[src/logic/icl_pkg.sv]
/*
 * Constants and carrier types for the interrupt level and flag register slice.
 * Assumes one system clock, an active-low asynchronous reset, and a simple
 * strobe-based register port driven by the processor core.
 */
package icl_pkg;

    // ****************************************************************
    // register offsets
    // ****************************************************************
    localparam logic [15:0] ICL_OFS_CONV_LEVEL = 16'h42ea;
    localparam logic [15:0] ICL_OFS_SER1_LEVEL = 16'h42f2;
    localparam logic [15:0] ICL_OFS_REMOTE_LEVEL = 16'h42f4;
    localparam logic [15:0] ICL_OFS_FLAG = 16'h4300;
    localparam logic [15:0] ICL_OFS_PORT_MODE = 16'h4380;
    localparam logic [15:0] ICL_OFS_MASK = 16'h4390;

    // ****************************************************************
    // field positions
    // ****************************************************************
    localparam int ICL_POS_CONV_LEVEL = 8;
    localparam int ICL_POS_SER1_LEVEL = 0;
    localparam int ICL_POS_REMOTE_LEVEL = 0;
    localparam int ICL_POS_I2C_MASTER = 15;
    localparam int ICL_POS_SERIAL_CH0 = 14;
    localparam int ICL_POS_UART = 12;
    localparam int ICL_POS_TIMER_A = 11;
    localparam int ICL_POS_TIMER_B = 10;
    localparam int ICL_POS_TIMER_C = 9;
    localparam int ICL_POS_TIMER_D = 8;
    localparam int ICL_POS_PORT = 0;
    localparam int ICL_NUM_PORTS = 8;

    // implemented bits of the flag register; bit 13 is reserved
    localparam logic [15:0] ICL_FLAG_BITS = 16'hdfff;

    // ****************************************************************
    // reset values
    // ****************************************************************
    localparam logic [2:0] ICL_RST_LEVEL = 3'h0;
    localparam logic [15:0] ICL_RST_FLAG = 16'h0000;
    localparam logic [7:0] ICL_RST_PORT_MODE = 8'h00;
    localparam logic [15:0] ICL_RST_MASK = 16'h0000;
    localparam logic [15:0] ICL_RST_RDATA = 16'h0000;

    // ****************************************************************
    // carrier types
    // ****************************************************************
    typedef struct packed {
        logic i2c_master;
        logic serial_ch0;
        logic uart;
        logic timer_a;
        logic timer_b;
        logic timer_c;
        logic timer_d;
    } icl_periph_req_t;

    typedef struct packed {
        logic [2:0] conv_range_level;
        logic [2:0] serial_ch1_level;
        logic [2:0] remote_ctrl_level;
    } icl_levels_t;

    typedef struct packed {
        logic [15:0] addr;
        logic [15:0] wdata;
        logic wr;
        logic rd;
    } icl_bus_req_t;

endpackage

[src/logic/icl_regs.sv]
/*
 * Interrupt level fields and interrupt flag register with sticky peripheral and pulse-mode port flags,
 * a mask register and one level interrupt output.
 * Assumes peripheral requests are one-cycle pulses on CLK_SYS and port
 * inputs are asynchronous active-high pins.
 */
// The plain strobed port was decided locally.
`timescale 1ns/10ps

module icl_regs (
    // clock and reset
    input wire logic CLK_SYS,
    input wire logic RST_N,
    // register port
    input wire icl_pkg::icl_bus_req_t BUS,
    output logic [15:0] RDATA,
    // request sources
    input wire icl_pkg::icl_periph_req_t PERIPH_REQ,
    input wire logic [7:0] PORT_IN,
    // towards the core
    output logic [15:0] FLAGS,
    output icl_pkg::icl_levels_t LEVELS,
    output logic IRQ
);
    import icl_pkg::*;

    // ****************************************************************
    // state
    // ****************************************************************
    logic [7:0] port_meta;
    logic [7:0] port_sync;
    logic [7:0] port_prev;
    logic [7:0] port_mode;
    logic [15:0] mask;
    logic [15:0] next_flags;
    logic [15:0] set_vec;
    logic [15:0] clr_vec;
    logic [15:0] rd_mux;

    function automatic logic hit(input logic [15:0] a, input logic [15:0] ofs);
        hit = (a == ofs);
    endfunction

    // ****************************************************************
    // port input synchroniser
    // ****************************************************************
    always_ff @(posedge CLK_SYS or negedge RST_N) begin
        if (!RST_N) begin
            port_meta <= 8'h00;
            port_sync <= 8'h00;
            port_prev <= 8'h00;
        end else begin
            port_meta <= PORT_IN;
            port_sync <= port_meta;
            port_prev <= port_sync;
        end
    end

    // ****************************************************************
    // level fields
    // ****************************************************************
    always_ff @(posedge CLK_SYS or negedge RST_N) begin
        if (!RST_N) begin
            LEVELS.conv_range_level <= ICL_RST_LEVEL;
            LEVELS.serial_ch1_level <= ICL_RST_LEVEL;
            LEVELS.remote_ctrl_level <= ICL_RST_LEVEL;
        end else if (BUS.wr) begin
            if (hit(BUS.addr, ICL_OFS_CONV_LEVEL)) begin
                LEVELS.conv_range_level <= BUS.wdata[ICL_POS_CONV_LEVEL +: 3];
            end
            if (hit(BUS.addr, ICL_OFS_SER1_LEVEL)) begin
                LEVELS.serial_ch1_level <= BUS.wdata[ICL_POS_SER1_LEVEL +: 3];
            end
            if (hit(BUS.addr, ICL_OFS_REMOTE_LEVEL)) begin
                LEVELS.remote_ctrl_level <= BUS.wdata[ICL_POS_REMOTE_LEVEL +: 3];
            end
        end
    end

    // ****************************************************************
    // port trigger mode and mask
    // ****************************************************************
    // port_mode bit high selects level trigger, low selects pulse trigger
    always_ff @(posedge CLK_SYS or negedge RST_N) begin
        if (!RST_N) begin
            port_mode <= ICL_RST_PORT_MODE;
            mask <= ICL_RST_MASK;
        end else if (BUS.wr) begin
            if (hit(BUS.addr, ICL_OFS_PORT_MODE)) begin
                port_mode <= BUS.wdata[7:0];
            end
            if (hit(BUS.addr, ICL_OFS_MASK)) begin
                mask <= BUS.wdata & ICL_FLAG_BITS;
            end
        end
    end

    // ****************************************************************
    // flag set and clear
    // ****************************************************************
    always_comb begin
        set_vec = 16'h0000;
        set_vec[ICL_POS_I2C_MASTER] = PERIPH_REQ.i2c_master;
        set_vec[ICL_POS_SERIAL_CH0] = PERIPH_REQ.serial_ch0;
        set_vec[ICL_POS_UART] = PERIPH_REQ.uart;
        set_vec[ICL_POS_TIMER_A] = PERIPH_REQ.timer_a;
        set_vec[ICL_POS_TIMER_B] = PERIPH_REQ.timer_b;
        set_vec[ICL_POS_TIMER_C] = PERIPH_REQ.timer_c;
        set_vec[ICL_POS_TIMER_D] = PERIPH_REQ.timer_d;
        // pulse mode catches a rising edge, level mode follows the input
        set_vec[ICL_POS_PORT +: ICL_NUM_PORTS] =
            (port_mode & port_sync) | (~port_mode & port_sync & ~port_prev);
        clr_vec = 16'h0000;
        if (BUS.wr && hit(BUS.addr, ICL_OFS_FLAG)) begin
            clr_vec = BUS.wdata & ICL_FLAG_BITS;
            // software cannot clear a level-triggered port flag
            clr_vec[ICL_POS_PORT +: ICL_NUM_PORTS] =
                BUS.wdata[ICL_POS_PORT +: ICL_NUM_PORTS] & ~port_mode;
        end
        // level-mode flags drop by hardware once the input is released
        clr_vec[ICL_POS_PORT +: ICL_NUM_PORTS] = clr_vec[ICL_POS_PORT +: ICL_NUM_PORTS]
            | (port_mode & ~port_sync);
        // a new cause in the clearing cycle is kept: set wins
        next_flags = ((FLAGS & ~clr_vec) | set_vec) & ICL_FLAG_BITS;
    end

    always_ff @(posedge CLK_SYS or negedge RST_N) begin
        if (!RST_N) begin
            FLAGS <= ICL_RST_FLAG;
        end else begin
            FLAGS <= next_flags;
        end
    end

    // ****************************************************************
    // interrupt output
    // ****************************************************************
    // taken from next_flags so IRQ stays in step with FLAGS
    always_ff @(posedge CLK_SYS or negedge RST_N) begin
        if (!RST_N) begin
            IRQ <= 1'b0;
        end else begin
            IRQ <= |(next_flags & mask);
        end
    end

    // ****************************************************************
    // read path
    // ****************************************************************
    always_comb begin
        rd_mux = 16'h0000;
        unique case (BUS.addr)
            ICL_OFS_CONV_LEVEL: rd_mux[ICL_POS_CONV_LEVEL +: 3] = LEVELS.conv_range_level;
            ICL_OFS_SER1_LEVEL: rd_mux[ICL_POS_SER1_LEVEL +: 3] = LEVELS.serial_ch1_level;
            ICL_OFS_REMOTE_LEVEL: rd_mux[ICL_POS_REMOTE_LEVEL +: 3] = LEVELS.remote_ctrl_level;
            ICL_OFS_FLAG: rd_mux = FLAGS;
            ICL_OFS_PORT_MODE: rd_mux[7:0] = port_mode;
            ICL_OFS_MASK: rd_mux = mask;
            default: rd_mux = 16'h0000;
        endcase
    end

    // read data stand one cycle after the strobe and only then
    always_ff @(posedge CLK_SYS or negedge RST_N) begin
        if (!RST_N) begin
            RDATA <= ICL_RST_RDATA;
        end else if (BUS.rd) begin
            RDATA <= rd_mux;
        end else begin
            RDATA <= ICL_RST_RDATA;
        end
    end

endmodule

[config.mk]
export PLATFORM = sky130hd
export DESIGN_NAME = icl_regs
export DESIGN_NICKNAME = d
export VERILOG_FILES = /design/src/logic/icl_pkg.sv /design/src/logic/icl_regs.sv
export SDC_FILE = /design/constraint.sdc
export NUM_CORES = 1
export LEC_CHECK = 0
export BUFFER_PORTS_ARGS = -buffer_cell sky130_fd_sc_hd__buf_2
export CORE_ASPECT_RATIO = 1.2
export CORE_MARGIN = 4
export CORE_UTILIZATION = 25
export DETAILED_ROUTE_END_ITERATION = 8
export SETUP_SLACK_MARGIN = 0.2
export SKIP_CTS_REPAIR_TIMING = 1
export SLEW_MARGIN = 20
export SYNTH_ARGS = -nofsm -noshare
export SYNTH_HDL_FRONTEND = slang
export SYNTH_SLANG_ARGS = --single-unit
[constraint.sdc]
create_clock -name CLK_SYS -period 2.2 [get_ports CLK_SYS]
set_input_delay 0.11 -clock CLK_SYS [delete_from_list [all_inputs] [get_ports CLK_SYS]]
set_output_delay 0.11 -clock CLK_SYS [all_outputs]
set_load 0.05 [all_outputs]
Word-level counts from Yosys, hierarchy flattened. Cells that the tools add are included.

Bits in registers: 88. Bits of input ports: 51. Output and inout port bits: 42.

Equal/unequal tests: 6. Multiplexer cells: 6. Bitwise operators: 14. Reduce and logical (&&, ||, !) cells: 7.

Operators by type and width (number): $eq 16x15->1 const B (6); $and 8x8->8 (5); $and 16x16->16 (2); $mux 16 (2); $not 8->8 (3); $not 16->16 (1); $or 16x16->16 (1); $or 8x8->8 (2); $reduce_or 16->1 (1); $pmux 3 s5 (1); $pmux 5 s3 (1); $pmux 5 s2 (1); $reduce_and 2->1 (5); $pmux 3 s3 (1); $logic_and 1x1->1 (1).

Longest topological paths before layout. Gate-level depths: netlist of run 1.

Depth in word-level cells: 9. Gate-level depth with buffers: 7. Mapped depth without buffers: 6.

Worst setup path after synthesis of run 1. OpenSTA, ideal clock, no wires.

Kind: in2reg. Start point: input port BUS[29] (netlist name). End point: register LEVELS[3] (netlist name). Setup time: 0.125 ns. Data arrival time: 1.871 ns. Data required time: 2.075 ns. Slack: 0.204 ns. Cell stages on the path: 5. Path through: or4b_1 -> or3_4 -> nor4b_4 -> nand2_2 -> mux2_4.

Word-level cells in the longest chain between the ends: 2.

RTL lines: start: declaration (line icl_regs.sv:15) `input wire icl_pkg::icl_bus_req_t BUS,`; $eq 16x15->1 (line icl_regs.sv:41) `hit = (a == ofs);`; $reduce_and 2->1 (no source line); end: declaration (line icl_regs.sv:22) `output icl_pkg::icl_levels_t LEVELS,`.

No other way between the ends. A chain may end at the register's enable or synchronous reset.

Worst setup path in the final report of run 1.
Start point: register FLAGS[11]. End point: register IRQ.

Word-level cells in the longest chain between the ends: 4.

RTL lines: start: declaration (line icl_regs.sv:21) `output logic [15:0] FLAGS,`; start signal: assignment (line icl_regs.sv:131) `FLAGS <= next_flags;`; $and 16x16->16 (line icl_regs.sv:124) `next_flags = ((FLAGS & ~clr_vec) | set_vec) & ICL_FLAG_BITS;`; $or 16x16->16 (line icl_regs.sv:124); $and 16x16->16 (line icl_regs.sv:143) `IRQ <= |(next_flags & mask);`; $reduce_or 16->1 (line icl_regs.sv:143); end signal: assignment (line icl_regs.sv:143); end: declaration (line icl_regs.sv:23) `output logic IRQ`.

No other way between the ends.

==> results of run 1 <==
[worst paths after layout]
kind	from	endpoint	slack, ns	cells after the start
worst min register to register	port_meta[5]	port_sync[5]	0.35	0
worst max-delay path	FLAGS[11]	IRQ	0.32	6
worst max register to register	FLAGS[11]	IRQ	0.32	6
worst min-delay path	PERIPH_REQ[0]	FLAGS[8]	-0.005	3
min in group asynchronous	RST_N	port_meta[2]	0.23	2
max in group asynchronous	RST_N	RDATA[4]	1.32	3
[Yosys cell counts, drive strengths merged, types with 2 or more instances]
master,n
nor4,5
o21ai,11
mux2,31
or3,2
o22ai,2
a222oi,6
a22o,2
a22oi,7
clkbuf,3
inv,7
or4b,2
nand3,8
or3b,2
or2,2
nand2b,18
nand2,21
buf,5
nand3b,3
dfrtp,87
nor3,4
o2bb2ai,3
o31ai,2
a21o,7
nor2,15
a21oi,16
and2,3
a21boi,3
mux2i,5
nor2b,12
[power breakdown]
| group | total (W) | internal, W | switching, W | leakage [nW] |
|---|---|---|---|---|
| logic | 0.000195 | 0.0000783 | 0.000116 | 1.15 |
| registers | 0.00164 | 0.00162 | 0.0000125 | 1.08 |
| clock network | 0.00176 | 0.00114 | 0.000615 | 0.162 |
| total | 0.00358 | 0.00284 | 0.000743 | 2.39 |
[per-layer routing]
layer / vias to the layer above / wire length (um) / share of wire
met5: - / 0 / 0
met4: 0 / 243 / 0.023
met3: 17 / 664 / 0.062
met2: 97 / 5460 / 0.51
met1: 1550 / 4380 / 0.41
li1: 1397 / - / -
[cell type report]
class | count | area [sq um]
timing repair buffer | 129 | 806
clock inverter | 5 | 105
clock buffer | 11 | 243
inverter | 7 | 26.3
multi-input combinational | 210 | 1550
tap | 200 | 250
sequential | 87 | 2180
fill | 1468 | 9430
[kinds of logic (layout without fill, tap and decap cells)]
logic type / Yosys count / after routing / share of synthesized area
flops: 87 / 87 / 0.577
mux: 36 / 36 / 0.109
compound gates: 69 / 69 / 0.127
buf+inv: 15 / 152 / 0.0179
simple gates: 103 / 103 / 0.168
other cells: 1 / 2 / 0.000994
[stage by stage]
| stage | util | instances | instance area, sq um |
|---|---|---|---|
| 4_1_cts | 0.342 | 634 | 4990 |
| 2_1_floorplan | - | 312 | 3780 |
| 5_1_grt | 0.354 | 649 | 5160 |
| 3_5_place_dp | 0.318 | 618 | 4650 |
| 6_report | 0.354 | 649 | 5160 |
| 3_3_place_gp | 0.318 | 618 | 4650 |
[worst reg2reg max path: cells and delay by family, from the launching register on]
kind | cells | cell delay, ns
AO/OA/AOI/OAI | 3 | 0.82
flip-flops | 1 | 0.42
AND/OR/NAND/NOR | 3 | 0.51
[state kept, by name (all words and copies together), names as in the netlist, 8 cells and up]
name,flops
FLAGS,15
RDATA,15
mask,15
LEVELS,9
port_meta,8
port_mode,8
port_prev,8
port_sync,8
==> run metrics, run 1 <==
die area=0.0171 sq mm; total inserted antenna cells=0; drt wl/cell=16.6 um; CTS tree=yes; syn avg cell area=12.1 sq um; Num CTS Buffers=9; Max Buffers Root-to-Sink=2; crit path max-delay cell type=dfrtp_1; EDFF count, synth=0; Vias/cell=4.72; fmax=533 MHz; TNS Setup=0 ns; die width=120 um; GRT overflow=0; WL final=10,700 um; RD Place Congestion=0.813; initial core utilization=0.259; Slew headroom=0.620; Power Density=695 mW/mm^2; Largest stage delay, worst path=0.42 ns; port bufs=89; H-tree levels=3; Synth cell types=55; Min Hold Slack=-0.00484 ns; CP endpoint kind=flip-flop; met3 Usage GRT=0.0334; first-pass GRT wire length=16,900 um; largest net degree at the start of global routing=62; gr busiest metal=met2; Final nets=495; DR vias=3,061; crit-path max FO=5; CP Launch Type=flip-flop; I/O pin count=93; worst min path class=in -> reg; number of global-route vias before repair=3,177; Fin. Hold Viols=1; final setup fails=0; post-route clock period utilization=0.852; Area contributors post-synth=dfrtp_1, mux2_2, nand2b_1; post-synth top area cell=dfrtp_1; WS Path Type=reg -> reg; DP Wirelength=8130 um; critical-path cell list=nor2b_1 -> o21a_1 -> a2111o_1 -> a2111oi_2 -> and3_1 -> nand4_1; P&R area growth vs syn=36.7%; Seq/Total Area, Yosys=0.577; initial antenna violation count=0; Crit path max-delay family=compound AO/OA/AOI/OAI gates; antenna-violating nets left=0; M1 GR Usage=0.155; Max Cap Violations=0; post-route setup slack=0.325 ns; Yosys reg bits=87; Iter 0 DRT Violations=169; commonest non-fill, non-tap cell in the layout=buf_2; die height=143 um; DRC errors left=0; drt first pass iters=5; Core Area=0.0146 sq mm; WP data required=2.40 ns; TritonCTS Sinks=87; share of cells above drive strength 1=0.401; top_reg_cell synth=dfrtp_1; Final Skew=0.00900 ns; root buffer cell=clkbuf_16; RSZ-0062 raised after global routing=no; Peak VDD IR=332 uV; Synth top area share=0.577; pins over their slew limit=0; Synth Instances=311; failing checks=hold timing; Crit path buffers/inverters=0; minimum clock period=1.88 ns; total power=0.00358 W; commonest non-fill, non-tap cells in the layout=buf_2, dfrtp_1, mux2_2, buf_4, nand2_1; Critical Path AT=2.07 ns; worst slack, placed=-0.0775 ns; Worst Tran Pin Value=0.565 ns; Pleak=2.39 nW; mapped cell area=0.00377 sq mm; global router's overall resource usage=0.128; Clk Latency, worst-skew pair=0.34 ns; async set-reset flop share out of synthesis=1.00; status=complete, but fails checks; global-route met2 utilization=0.215; CTS clk-pin slew, worst paths=0.07 ns; Yosys warnings=0; FP Rows=48
No activity file was read; power rests on OpenSTA's default activity.
==> run 2, diff against run 1 <==
CORE_ASPECT_RATIO = 0.8   (was 1.2)
==> run 2 against run 1 <==
The run now ends clean. Combinational power about the same. Sequential power about the same. Worst setup slack got worse by 0.075 ns. Die area about the same. Clock power decreased by 12%. Critical path depth unchanged. Worst hold slack improved by 0.014 ns. Routed wire length about the same. Register-to-register slack got worse by 0.07 ns. Design area decreased by 2.0%. First-iteration DRC count increased by 41%. Largest cell class unchanged.
==> run metrics, run 2 (synthesized netlist as in run 1, its figures left out) <==
die height=118 um (was 143 um); critical-path cell list=nor2b_1 -> o21a_1 -> a2111o_1 -> a2111oi_4 -> and3_1 -> nand4_1 (was nor2b_1 -> o21a_1 -> a2111o_1 -> a2111oi_2 -> and3_1 -> nand4_1); die width=145 um (was 120 um); root buffer cell=clkbuf_16 (unchanged); Vias/cell=4.66 (was 4.72); Fin. Hold Viols=0 (was 1); DRC errors left=0 (unchanged); final setup fails=0 (unchanged); RD Place Congestion=0.793 (was 0.813); Core Area=0.0145 sq mm (was 0.0146 sq mm); post-route setup slack=0.250 ns (was 0.325 ns); R2R Path End=IRQ (unchanged); initial core utilization=0.260 (was 0.259); RSZ-0062 raised after global routing=no (unchanged); Largest stage delay, worst path=0.45 ns (was 0.42 ns); antenna-violating nets left=0 (unchanged); commonest non-fill, non-tap cells in the layout=buf_2, dfrtp_1, mux2_2, buf_4, nand2_1 (unchanged); crit path max-delay cell type=a2111o_1 (was dfrtp_1); P&R area growth vs syn=34.1% (was 36.7%); Power Density=666 mW/mm^2 (was 695 mW/mm^2); WL final=10,700 um (about the same); Iter 0 DRT Violations=239 (was 169); DP Wirelength=8020 um (was 8130 um); first-pass GRT wire length=17,200 um (was 16,900 um); CP endpoint=IRQ (unchanged); minimum clock period=1.95 ns (was 1.88 ns); WP data required=2.41 ns (was 2.40 ns); gr busiest metal=met2 (unchanged); CTS tree=yes (unchanged); H-tree levels=3 (unchanged); share of cells above drive strength 1=0.399 (was 0.401); RR Startpoint=FLAGS[11] (unchanged); crit-path max FO=5 (unchanged); pins over their slew limit=0 (unchanged); commonest non-fill, non-tap cell in the layout=buf_2 (unchanged); port bufs=89 (unchanged); Max Cap Violations=0 (unchanged); drt wl/cell=17.0 um (was 16.6 um); Pleak=2.36 nW (was 2.39 nW); GRT overflow=0 (unchanged); FP Rows=39 (was 48); total power=0.00337 W (was 0.00358 W); CTS clk-pin slew, worst paths=0.07 ns (about the same); worst slack, placed=-0.0259 ns (was -0.0775 ns); Worst Tran Pin Value=0.663 ns (was 0.565 ns); DR vias=2,937 (was 3,061); Clk Latency, worst-skew pair=0.34 ns (about the same); Critical Path AT=2.16 ns (was 2.07 ns); TritonCTS Sinks=87 (unchanged); worst min path class=in -> reg (unchanged); total inserted antenna cells=0 (unchanged); fmax=513 MHz (was 533 MHz); die area=0.0171 sq mm (about the same); I/O pin count=93 (unchanged); number of global-route vias before repair=3,190 (was 3,177); CP endpoint kind=flip-flop (unchanged); crit path launch=FLAGS[11] (unchanged); top flop regs=FLAGS: 15 flops, RDATA: 15 flops, mask: 15 flops (unchanged); M1 GR Usage=0.163 (was 0.155); Slew headroom=0.558 (was 0.620); post-route clock period utilization=0.886 (was 0.852); Max Buffers Root-to-Sink=2 (unchanged); cells on worst reg2reg path=6 (unchanged); largest net degree at the start of global routing=50 (was 62); Num CTS Buffers=9 (unchanged); R2R Setup Slk=0.25 ns (was 0.32 ns); initial antenna violation count=1 (was 0); status=complete, no violations (was complete, but fails checks); Peak VDD IR=338 uV (was 332 uV); met3 Usage GRT=0.0493 (was 0.0334); Final Skew=0.00458 ns (was 0.00900 ns); global-route met2 utilization=0.198 (was 0.215); WS Path Type=reg -> reg (unchanged); drt first pass iters=4 (was 5); global router's overall resource usage=0.127 (was 0.128); Final nets=492 (was 495); CP Launch Type=flip-flop (unchanged)
## run 2: cell types whose count changed in the layout (fill, tap and decap cells not counted), sizes merged
cell	change
buf	-2
clkbuf	-2
bufinv	-2
inv	+1
dlygate4sd3	-1
clkinv	+3
## run 2: report_power, final
group	internal [W]	leakage (nW)	switching (W)
clock	0.000882	0.142	0.000663
combinational	0.0000764	1.13	0.000115
sequential	0.00162	1.08	0.0000125
## run 2: routing by layer
metal  part of all wire  up-vias
met5             0.0012        -
met1               0.44     1446
met4              0.012        2
li1                   -     1386
met2               0.47       86
met3              0.079       17
## run 2: how the worst min path moves through the flow
stage | from | cells after the start | slack (ns) | endpoint
6_report | PERIPH_REQ[5] | 2 | 0.009 | FLAGS[14]
5_1_grt | PERIPH_REQ[2] | 2 | 0.004 | FLAGS[10]
4_1_cts | RST_N | 1 | -0.18 | port_prev[7]
3_5_place_dp | RST_N | 1 | 0.19 | port_sync[2]
3_3_place_gp | RST_N | 1 | 0.18 | port_sync[2]
2_1_floorplan | RST_N | 0 | -0.19 | FLAGS[0]
## run 2: area by class of cell
| class | count | area (sq um) |
|---|---|---|
| Fill cell | 1454 | 9480 |
| Clock buffer | 9 | 225 |
| Sequential cell | 87 | 2180 |
| Clock inverter | 7 | 72.6 |
| Tap cell | 184 | 230 |
| Inverter | 7 | 26.3 |
| Timing Repair Buffer | 126 | 768 |
| Multi-Input combinational cell | 210 | 1560 |
## run 2: critical path: cells and delay by family (launching register included)
family	cells	cell delay [ns]
AOI/OAI and AO/OA	3	0.92
and+or+nand+nor	3	0.47
DFF	1	0.42
## run 2: through the flow
stage	instances	hold WS, ns	area, sq um	TNS, ns	utilization
finish	630	0.00943	5060	0	0.348
global placement	602	0.181	4610	-0.0878	0.317
detailed placement	602	0.192	4610	-0.0259	0.317
global route	630	0.00355	5060	0	0.348
floorplan	312	-0.186	3780	0	-
CTS	618	-0.184	4910	-0.0497	0.338
==> run 3, diff against run 2 <==
clock period = 1.6 ns   (was 2.2 ns; I/O delays follow)
==> run 3 against run 2 <==
The flow now finishes with violations (hold timing, setup timing). Worst hold slack got worse by 0.018 ns. Core utilization up 4.7 points. Total power grew 42%. Clock power grew 41%. Non-clock buffer count up 60. Clock-buffer cell count up 5. Sequential share of layout area shrank 5.1 points. Routed wire length increased by 6.6%. Flip-flop and latch count unchanged. Register-to-register slack got worse by 0.37 ns. Combinational power increased by 80%.
==> run metrics, run 3 (synthesized netlist as in run 1, its figures left out) <==
die height=118 um (unchanged); number of global-route vias before repair=3,289 (was 3,190); die area=0.0171 sq mm (unchanged); register area=0.00218 sq mm (about the same); pins over their slew limit=0 (unchanged); Core Util, Final=0.395 (was 0.348); DRC errors left=0 (unchanged); worst min path class=in -> reg (unchanged); Layout Cells excl Fill=690 (was 630); CTS tree=yes (unchanged); CP endpoint kind=flip-flop (unchanged); WL final=11,500 um (was 10,700 um); cells on worst reg2reg path=6 (unchanged); Crit path buffers/inverters=2 (was 0); GRT overflow=0 (unchanged); total power=0.00477 W (was 0.00337 W); post-route clock period utilization=1.09; minimum clock period=1.75 ns; Iter 0 DRT Violations=130 (was 239); DR vias=3,187 (was 2,937); total inserted antenna cells=0 (unchanged); Max Cap Violations=0 (unchanged); TritonCTS Sinks=87 (unchanged); Clock power frac=0.457 (was 0.458); share of cells above drive strength 1=0.524 (was 0.399); multi-input logic area=0.00172 sq mm (was 0.00156 sq mm); crit path max-delay cell type=or4b_4 (was a2111o_1); Num CTS Buffers=9 (unchanged); Crit path max-delay family=simple AND/OR/NAND/NOR gates (was compound AO/OA/AOI/OAI gates); failing checks=hold timing, setup timing; port bufs=89 (unchanged); Worst Tran Pin Value=0.537 ns (was 0.663 ns); Core Area=0.0145 sq mm (unchanged); I/O pin count=93 (unchanged); DP Cell Count=658 (was 602); FP Rows=39 (unchanged); post-route setup slack=-0.152 ns (was 0.250 ns); largest net degree at the start of global routing=37 (was 50); WHS Path Cells=2 (unchanged); Critical Path AT=1.97 ns (was 2.16 ns); WP data required=1.82 ns (was 2.41 ns); sw frac=0.219 (was 0.235); crit-path max FO=4 (was 5); root buffer cell=clkbuf_16 (unchanged); final setup fails=32 (was 0); Final Skew=0.0111 ns (was 0.00458 ns); Min Hold Slack=-0.00882 ns (was 0.00943 ns); CTS clk-pin slew, worst paths=0.07 ns (about the same); Comb pwr share=0.072 (was 0.057); H-tree levels=3 (unchanged); drt first pass iters=4 (unchanged); DP Wirelength=8620 um (was 8020 um); first-pass GRT wire length=17,900 um (was 17,200 um); antenna-violating nets left=0 (unchanged); fmax=571 MHz; P&R area growth vs syn=52.2% (was 34.1%); Cell Int Power=0.00373 W (was 0.00258 W); Max Buffers Root-to-Sink=2 (unchanged); Slew headroom=0.638 (was 0.558); WS Path Type=in -> reg (was reg -> reg); critical path depth=8 (was 6); critical-path cell list=buf_6 -> or4b_4 -> nor3_2 -> buf_4 -> nand3_1 -> or3b_2 -> o211ai_1 -> nand4_1 (was nor2b_1 -> o21a_1 -> a2111o_1 -> a2111oi_4 -> and3_1 -> nand4_1); fillers=1,377 (was 1,454); Peak VDD IR=461 uV (was 338 uV); top flop regs=FLAGS: 15 flops, RDATA: 15 flops, mask: 15 flops (unchanged); Switching Power=0.00105 W (was 0.000791 W); status=complete, but fails checks (was complete, no violations); Final nets=552 (was 492); Reg power frac=0.470 (was 0.485); RSZ-0062 raised after global routing=yes (was no); Largest stage delay, worst path=0.58 ns (was 0.45 ns); initial core utilization=0.260 (unchanged); Fin. Hold Viols=1 (was 0); Pleak=2.74 nW (was 2.36 nW); initial antenna violation count=0 (was 1); Clk Latency, worst-skew pair=0.35 ns (was 0.34 ns); drt wl/cell=16.6 um (was 17.0 um); CP Launch Type=input port (was flip-flop); commonest non-fill, non-tap cells in the layout=dfrtp_1, buf_2, buf_4, mux2_2 (was buf_2, dfrtp_1, mux2_2, buf_4, nand2_1); Vias/cell=4.62 (was 4.66); die width=145 um (unchanged); Power Density=831 mW/mm^2 (was 666 mW/mm^2); RD Place Congestion=0.825 (was 0.793); global router's overall resource usage=0.134 (was 0.127)
## run 3: cell count changes in the layout (fill, tap and decap cells not counted), sizes merged
cell and change:
buf +57, clkbuf +5, clkinv -3, dlygate4sd3 +3
clkinvlp -1, inv -1
## run 3: metrics by stage
step | setup slack [ns] | area, sq um | setup TNS, ns
final | -0.152 | 5740 | -2.02
after global placement | -0.500 | 5060 | -22.67
after CTS | -0.318 | 5370 | -3.36
after floorplan | -0.358 | 3790 | -9.35
after global routing | -0.256 | 5740 | -4.30
after detailed placement | -0.547 | 5060 | -23.47
## run 3: cell type report
cell class / count / share of cell area
Multi-Input combinational cell: 210 / 0.299
Clock inverter: 2 / 0.00654
Sequential cell: 87 / 0.379
Tap cell: 184 / 0.0401
Clock buffer: 14 / 0.0477
Timing Repair Buffer: 186 / 0.223
Inverter: 7 / 0.00458
## run 3: final timing paths
check                      slack, ns            to    startpoint
setup / recovery               -0.15           IRQ       BUS[30]
hold / removal                -0.009       mask[4]        BUS[6]
setup reg to reg               -0.12           IRQ  port_mode[1]
hold reg to reg                 0.35  port_sync[7]  port_meta[7]
max in group asynchronous       0.77      RDATA[1]         RST_N
min in group asynchronous       0.26  port_prev[2]         RST_N
## run 3: routing by layer
layer / up-vias / global-route usage / part of all wire
met3: 18 / 0.0439 / 0.060
li1: 1516 / - / -
met4: 0 / 0.0558 / 0.023
met2: 80 / 0.201 / 0.46
met5: - / 0 / 0
met1: 1573 / 0.177 / 0.46
## run 3: power by group through the flow
stage	Clock [W]	Combinational, W	Sequential [W]
floorplan	0	0.0000842	0.00228
global placement	0	0.000297	0.00228
detailed placement	0	0.000301	0.00229
CTS	0.00225	0.000303	0.00224
global route	0.00234	0.000381	0.00225
finish	0.00218	0.000345	0.00225
